--- src/dtcc_pkg.sv ---
// constants and types for the dual time-base capture/compare block
// What this block does
// - sixteen channels, one-clock resolution, eight clocks when staggered
// - two independent 16-bit time-base timers, each with reload register
// - timer clock picks a prescaled system clock or neighbour overflow
// - first timer may also count an external count input
// - sixteen registers, each on either timer; first ten capture or compare, other six compare only
// - ten registers own a pin: capture input or compare output
// - compare mode 0: interrupt only, several per period, pin untouched
// - compare mode 1: pin toggles on every match
// - compare mode 2: interrupt only, at most one per period
// - compare mode 3: pin set on match, cleared on overflow, once per period
// - double register: two registers toggle one pin on either match
// - single event option stops a channel after its first event
// - capture latches allocated timer on selected pin event
// - each capture raises that register's interrupt request
// - capture edge selectable: rising, falling or both
// - compare registers checked on every timer count, action on equality
package dtcc_pkg;

  localparam int          NCH         = 16;
  localparam int          NPIN        = 10;
  localparam int          TW          = 16;
  localparam int          NPAIR       = 8;

  localparam logic [2:0]  SEL_DIV1    = 3'h0;
  localparam logic [2:0]  SEL_DIV2    = 3'h1;
  localparam logic [2:0]  SEL_DIV4    = 3'h2;
  localparam logic [2:0]  SEL_DIV8    = 3'h3;
  localparam logic [2:0]  SEL_NBR     = 3'h4;
  localparam logic [2:0]  SEL_EXT     = 3'h5;

  localparam logic [1:0]  MODE_IRQ    = 2'h0;
  localparam logic [1:0]  MODE_TOG    = 2'h1;
  localparam logic [1:0]  MODE_IRQ1   = 2'h2;
  localparam logic [1:0]  MODE_SETCLR = 2'h3;

  localparam int          EDGE_RISE   = 0;
  localparam int          EDGE_FALL   = 1;

  localparam logic [15:0] TIM_RST     = 16'h0000;
  localparam logic [15:0] TIM_MAX     = 16'hffff;
  localparam logic [15:0] CCR_RST     = 16'h0000;
  localparam logic [2:0]  PRE_RST     = 3'h0;
  localparam logic [2:0]  STAG_LAST   = 3'h7;

endpackage

--- src/dtcc_top.sv ---
// dual time-base capture/compare array with pin logic
`timescale 1ns/100ps
module dtcc_top #(
  parameter int P_NCH   = dtcc_pkg::NCH,
  parameter int P_NPIN  = dtcc_pkg::NPIN,
  parameter int P_NPAIR = dtcc_pkg::NPAIR
) (
  input  wire logic                    i_clk,
  input  wire logic                    i_nrst,
  input  wire logic                    i_ce,
  input  wire logic                    i_stagger,
  input  wire logic                    i_run_a,
  input  wire logic                    i_run_b,
  input  wire logic [2:0]              i_clksel_a,
  input  wire logic [2:0]              i_clksel_b,
  input  wire logic [dtcc_pkg::TW-1:0] i_reload_a,
  input  wire logic [dtcc_pkg::TW-1:0] i_reload_b,
  input  wire logic                    i_nbr_ovf,
  input  wire logic                    i_ext_cnt,
  input  wire logic [P_NCH-1:0]        i_ch_tsel,
  input  wire logic [P_NCH-1:0]        i_ch_cap,
  input  wire logic [2*P_NCH-1:0]      i_ch_mode,
  input  wire logic [2*P_NCH-1:0]      i_ch_edge,
  input  wire logic [P_NCH-1:0]        i_ch_single,
  input  wire logic [P_NPAIR-1:0]      i_ch_dbl,
  input  wire logic [P_NCH-1:0]        i_wr,
  input  wire logic [dtcc_pkg::TW-1:0] i_wdata,
  input  wire logic [P_NPIN-1:0]       i_pin,
  output logic      [P_NPIN-1:0]       o_pin,
  output logic      [P_NPIN-1:0]       o_pin_oe,
  output logic      [P_NCH-1:0]        o_irq,
  output logic      [16*P_NCH-1:0]     o_ccr,
  output logic      [dtcc_pkg::TW-1:0] o_tim_a,
  output logic      [dtcc_pkg::TW-1:0] o_tim_b,
  output logic                         o_ovf_a,
  output logic                         o_ovf_b
);
  import dtcc_pkg::*;

  logic [2:0]       pre_reg;
  logic [TW-1:0]    tim_reg [2];
  logic [1:0]       tick;
  logic [1:0]       ovf;
  logic [1:0]       tick_q_reg;
  logic [1:0]       ovf_q_reg;
  logic             ext_s1_reg;
  logic             ext_s2_reg;
  logic             ext_s3_reg;
  logic [P_NPIN-1:0] pin_s1_reg;
  logic [P_NPIN-1:0] pin_s2_reg;
  logic [P_NPIN-1:0] pin_s3_reg;
  logic [TW-1:0]    ccr_reg [P_NCH];
  logic [P_NCH-1:0] armed_reg;
  logic [P_NCH-1:0] done_reg;
  logic [P_NCH-1:0] hit;
  logic [P_NCH-1:0] cap_ev;
  logic [P_NPIN-1:0] pin_reg;
  logic             stag_ok;

  // prescaled tick from a free counter
  function automatic logic presc_tick(input logic [2:0] sel, input logic [2:0] pre);
    logic t;
    t = 1'b0;
    case (sel)
      SEL_DIV1: t = 1'b1;
      SEL_DIV2: t = pre[0];
      SEL_DIV4: t = &pre[1:0];
      SEL_DIV8: t = &pre[2:0];
      default:  t = 1'b0;
    endcase
    return t;
  endfunction

  function automatic logic [1:0] mode_of(input int c, input logic [2*P_NCH-1:0] m);
    return m[2*c +: 2];
  endfunction

  // prescaler and stagger slot counter
  always_ff @(posedge i_clk) begin
    if (!i_nrst) begin
      pre_reg <= PRE_RST;
    end else if (i_ce) begin
      pre_reg <= pre_reg + 3'h1;
    end
  end

  // external count input synchroniser
  always_ff @(posedge i_clk) begin
    if (!i_nrst) begin
      ext_s1_reg <= 1'b0;
      ext_s2_reg <= 1'b0;
      ext_s3_reg <= 1'b0;
    end else if (i_ce) begin
      ext_s1_reg <= i_ext_cnt;
      ext_s2_reg <= ext_s1_reg;
      ext_s3_reg <= ext_s2_reg;
    end
  end

  assign stag_ok = !i_stagger || (pre_reg == STAG_LAST);

  always_comb begin
    tick[0] = presc_tick(i_clksel_a, pre_reg);
    tick[1] = presc_tick(i_clksel_b, pre_reg);
    if (i_clksel_a == SEL_NBR) begin
      tick[0] = i_nbr_ovf;
    end
    if (i_clksel_b == SEL_NBR) begin
      tick[1] = i_nbr_ovf;
    end
    if (i_clksel_a == SEL_EXT) begin
      tick[0] = ext_s2_reg && !ext_s3_reg;
    end
    tick[0] = tick[0] && i_run_a && i_ce && stag_ok;
    tick[1] = tick[1] && i_run_b && i_ce && stag_ok;
    ovf[0]  = tick[0] && (tim_reg[0] == TIM_MAX);
    ovf[1]  = tick[1] && (tim_reg[1] == TIM_MAX);
  end

  always_ff @(posedge i_clk) begin
    if (!i_nrst) begin
      tim_reg[0] <= TIM_RST;
      tim_reg[1] <= TIM_RST;
    end else begin
      for (int t = 0; t < 2; t++) begin
        if (tick[t]) begin
          if (ovf[t]) begin
            tim_reg[t] <= (t == 0) ? i_reload_a : i_reload_b;
          end else begin
            tim_reg[t] <= tim_reg[t] + 16'h0001;
          end
        end
      end
    end
  end

  // count and overflow stage for compare
  always_ff @(posedge i_clk) begin
    if (!i_nrst) begin
      tick_q_reg <= 2'h0;
      ovf_q_reg  <= 2'h0;
      o_ovf_a    <= 1'b0;
      o_ovf_b    <= 1'b0;
    end else if (i_ce) begin
      tick_q_reg <= tick;
      ovf_q_reg  <= ovf;
      o_ovf_a    <= ovf[0];
      o_ovf_b    <= ovf[1];
    end
  end

  assign o_tim_a = tim_reg[0];
  assign o_tim_b = tim_reg[1];

  always_ff @(posedge i_clk) begin
    if (!i_nrst) begin
      pin_s1_reg <= '0;
      pin_s2_reg <= '0;
      pin_s3_reg <= '0;
    end else if (i_ce) begin
      pin_s1_reg <= i_pin;
      pin_s2_reg <= pin_s1_reg;
      pin_s3_reg <= pin_s2_reg;
    end
  end

  genvar c;
  generate
    for (c = 0; c < P_NCH; c++) begin : g_ch
      logic          tsel;
      logic [TW-1:0] tv;
      logic [1:0]    md;
      logic          once;
      assign tsel = i_ch_tsel[c];
      assign tv   = tim_reg[tsel];
      assign md   = mode_of(c, i_ch_mode);
      assign once = (md == MODE_IRQ1) || (md == MODE_SETCLR);

      if (c < P_NPIN) begin : g_cap
        logic rise;
        logic fall;
        assign rise = pin_s2_reg[c] && !pin_s3_reg[c];
        assign fall = !pin_s2_reg[c] && pin_s3_reg[c];
        assign cap_ev[c] = i_ce && i_ch_cap[c] && armed_reg[c]
                           && ((i_ch_edge[2*c+EDGE_RISE] && rise)
                           ||  (i_ch_edge[2*c+EDGE_FALL] && fall));
      end else begin : g_nocap
        assign cap_ev[c] = 1'b0;
      end

      assign hit[c] = i_ce && !i_ch_cap[c] && tick_q_reg[tsel] && armed_reg[c]
                      && (tv == ccr_reg[c]) && !(once && done_reg[c] && !ovf_q_reg[tsel]);

      always_ff @(posedge i_clk) begin
        if (!i_nrst) begin
          ccr_reg[c] <= CCR_RST;
        end else if (cap_ev[c]) begin
          ccr_reg[c] <= tv;
        end else if (i_ce && i_wr[c]) begin
          ccr_reg[c] <= i_wdata;
        end
      end

      always_ff @(posedge i_clk) begin
        if (!i_nrst) begin
          done_reg[c] <= 1'b0;
        end else if (hit[c]) begin
          done_reg[c] <= 1'b1;
        end else if (i_ce && ovf_q_reg[tsel]) begin
          done_reg[c] <= 1'b0;
        end
      end

      always_ff @(posedge i_clk) begin
        if (!i_nrst) begin
          armed_reg[c] <= 1'b1;
        end else if (i_ch_single[c] && (hit[c] || cap_ev[c])) begin
          armed_reg[c] <= 1'b0;
        end else if (i_ce && i_wr[c]) begin
          armed_reg[c] <= 1'b1;
        end
      end

      always_ff @(posedge i_clk) begin
        if (!i_nrst) begin
          o_irq[c] <= 1'b0;
        end else if (i_ce) begin
          o_irq[c] <= hit[c] || cap_ev[c];
        end
      end

      assign o_ccr[16*c +: 16] = ccr_reg[c];
    end

    for (c = 0; c < P_NPIN; c++) begin : g_pin
      logic       dbl;
      logic       tog;
      logic [1:0] md;
      assign md  = mode_of(c, i_ch_mode);
      if (c < P_NPAIR) begin : g_pair
        assign dbl = i_ch_dbl[c];
        assign tog = dbl ? (hit[c] || hit[c+P_NPAIR]) : (hit[c] && md == MODE_TOG);
      end else begin : g_solo
        assign dbl = 1'b0;
        assign tog = hit[c] && (md == MODE_TOG);
      end

      always_ff @(posedge i_clk) begin
        if (!i_nrst) begin
          pin_reg[c] <= 1'b0;
        end else if (tog) begin
          pin_reg[c] <= !pin_reg[c];
        end else if (!dbl && md == MODE_SETCLR && hit[c]) begin
          pin_reg[c] <= 1'b1;
        end else if (i_ce && !dbl && md == MODE_SETCLR && ovf_q_reg[i_ch_tsel[c]]) begin
          pin_reg[c] <= 1'b0;
        end
      end

      assign o_pin_oe[c] = !i_ch_cap[c]
                           && (dbl || md == MODE_TOG || md == MODE_SETCLR);
    end
  endgenerate

  assign o_pin = pin_reg;
endmodule // dtcc_top

--- config.mk ---
export PLATFORM = sky130hd
export DESIGN_NAME = dtcc_top
export DESIGN_NICKNAME = d
export VERILOG_FILES = /design/src/dtcc_pkg.sv /design/src/dtcc_top.sv
export SDC_FILE = /design/constraint.sdc
export NUM_CORES = 1
export LEC_CHECK = 0
export BUFFER_PORTS_ARGS = -buffer_cell sky130_fd_sc_hd__buf_2
export CAP_MARGIN = 20
export CORE_MARGIN = 1
export CORE_UTILIZATION = 23
export DETAILED_ROUTE_END_ITERATION = 8
export SLEW_MARGIN = 20
export SYNTH_ARGS = -nofsm -noshare
export SYNTH_HDL_FRONTEND = slang
export SYNTH_SLANG_ARGS = --single-unit
--- constraint.sdc ---
create_clock -name i_clk -period 4.66 [get_ports i_clk]
set_clock_uncertainty 0.05 [all_clocks]
set_input_delay 0.233 -clock i_clk [delete_from_list [all_inputs] [get_ports i_clk]]
set_output_delay 0.233 -clock i_clk [all_outputs]
set_load 0.01 [all_outputs]
==> results.toml <==
[synthesis]
ys_seq_area_frac = 0.460
synth_area_per_cell_um2 = 10.1
netlist_area_um2 = 23100
synth_cell_types = 49
async_reset_ff_frac = 0
synth_ff_type = "edfxtp_1"
synth_cells = 2295
yosysWarnings = 0
syn-num-nets = 2507
synth-seq-cells = 386
synth_edf_count = 288

[placement]
port-buffer-count = 515
gp_congestion = 0.881
dp_hpwl_mm = 88.6

[timing]
final-hold-violation-count = 0
period_needed_ps = 4180
max_freq_ghz = 0.239
maxSlewViolCount = 0
hold_ws_ps = 65.8
period_share = 0.897
tightest_slew_ps = 1090
tns_ps = 0
setup_viol = 0
maxSlewHeadroom = 0.271
rsz0062_at_grt = "false"

[critical_path]
worst-path-max-fanout = 11
cp-start-kind = "register"
path_class = "register to register"
rrSetupSlack_ps = 480
cp.required_ps = 5140
crit_arrival_ps = 4650
critPathCaptureType = "register"

[drt]
wl_met3_mm = 11.7
wl_met2_mm = 57.4
viasPerCell = 5.15
drtAntennaViolNets = 0
drt_iter0_drc = 2298
route.vias.total = 21373
routedWlPerCell_um = 30.1
wl_met1_mm = 50.5
post-route-drc-count = 0
firstDrtPassIters = 5
wirelength_mm = 125
top_layer = "met5"

[grt]
grt_usage = 0.238
grt_max_degree = 68
antenna_found_initial = 16
grt_pass1_wl_mm = 167
overflow = 0
grt_pass1_vias = 20544

[pwr]
comb_power_share = 0.169
switching_power_mw = 3.01
clkPwrFrac = 0.423
p_leak_nw = 11.8
internal_power_mw = 7.08
seqPwrFrac = 0.409
switching_share = 0.298
p_per_area_nw_per_um2 = 342
irDropWorstVdd_mv = 0.253

[floorplanning]
ioPinCount = 534
fp.dieH_um = 319
die_w_um = 319
core_region_area_um2 = 98900
num_rows = 115
die_area_um2 = 102000
start_util = 0.234

[clocking]
cts_tree = "built"
cts_buffers = 50
cts_buffer_depth = 3
holdBufCountCts = 84
cts_resized = 0
clock_latency_ps = 640
post-cts-setup-buffers = 0
clk_pin_slew_worst_paths_ps = 60
clockRootBuffer = "clkbuf_16"
htreeDepth = 2
cts_sinks = 386

[min_path]
holdCritPathClass = "primary input to register"

[flow_run]
drv_cap = 0

[final_layout]
final_common_cell = "buf_2"
largest_reg_flops = 256
syn2layout_area_growth_pct = 27.7
mostFrequentLayoutCells = "buf_2, mux2i_1, edfxtp_1"
layout.nets = 3029
drive_gt1_frac = 0.237

[outcome]
status = "completed"
cell type report:
type | count | area (um^2)
multi-input cells | 1698 | 11500
clock inverters | 28 | 375
flip-flops and latches | 386 | 10600
repair buffers | 666 | 3940
well taps | 1287 | 1610
inverters | 15 | 57.6
clock buffers | 65 | 1380
diodes | 9 | 22.5
fillers | 10248 | 69400
power groups by stage:
stage               sequential, mW  combinational, mW  clock [mW]
global placement              4.19               1.62           0
detailed placement            4.19               1.63           0
floorplan                     4.18              0.816           0
global route                  4.14               1.79        4.41
finish                        4.12               1.70        4.26
CTS                           4.12               1.69        4.31
synth_stat cells (7+ instances only):
library cell    n  area, um^2
xor2_1         31         272
o21a_1         10        75.1
buf_1          16        60.1
and2_1        103         644
o41ai_1         8        70.1
or4b_1          7        70.1
buf_6           8        90.1
nand4_1        31         194
a21oi_1        39         195
mux2i_1       323        3230
a211oi_1       32         240
o32ai_1        14         123
inv_1          15        56.3
o21ai_0       198         991
nor2_1        153         574
buf_2          53         265
nand2b_1       20         125
nand3b_1       13        97.6
nand2_1       239         897
a22o_1          7        61.3
xnor2_1       253        2220
dfxtp_1        98        1960
and4_1         11        96.3
edfxtp_1      288        8650
buf_4          18         135
nor4_1         33         206
or3_1          13        81.3
and3_1         21         131
clkbuf_1      100         375
nand3_1        65         325
a311oi_1       14         123
nor3_1         22         110
cells by family (layout without fill, tap and decap cells):
family                   count (synthesis)  after routing  synth area share
other                                    0              9                 0
adder cells (fa/ha/maj)                  4              4           0.00217
flip-flops                             386            386             0.460
AO/OA/AOI/OAI                          337            337            0.0863
multiplexers                           326            326             0.142
AND/OR/NAND/NOR                        747            747             0.159
buffers and inverters                  211            774            0.0434
XOR/XNOR                               284            284             0.108
final timing paths:
kind / end / cells after the start / start
worst max-delay path: o_pin[0] / 10 / tim_reg[0][3]
worst min-delay path: done_reg[8] / 4 / i_ce
worst max register to register: o_pin[0] / 10 / tim_reg[0][3]
worst min register to register: ext_s3_reg / 2 / ext_s3_reg
layer usage:
layer / vias to the layer above / global-route usage
met2: 1319 / 0.381
met4: 10 / 0.105
met5: - / 0
li1: 9246 / -
met3: 264 / 0.0559
met1: 10534 / 0.304
critical path, cell delays in order, from the launching register on:
cell	delay, ps
edfxtp_1	990
buf_4	390
mux2i_1	160
xnor2_1	180
a311oi_1	240
nand4_1	190
or4b_1	540
o41ai_1	70
dlygate4sd3_1	600
o32ai_1	70
dlygate4sd3_1	590
stage by stage:
stage                util  cells  cell area [um^2]  total power, mW  setup slack (ps)
global placement    0.272   3968             26900             5.81              1210
detailed placement  0.272   3968             26900             5.83              1170
floorplan               -   2295             23100             5.00              2170
CTS                 0.298   4145             29500             10.1               542
finish              0.298   4154             29500             10.1               482
global route        0.298   4147             29500             10.3               367
(Power assumes the default switching activity.)
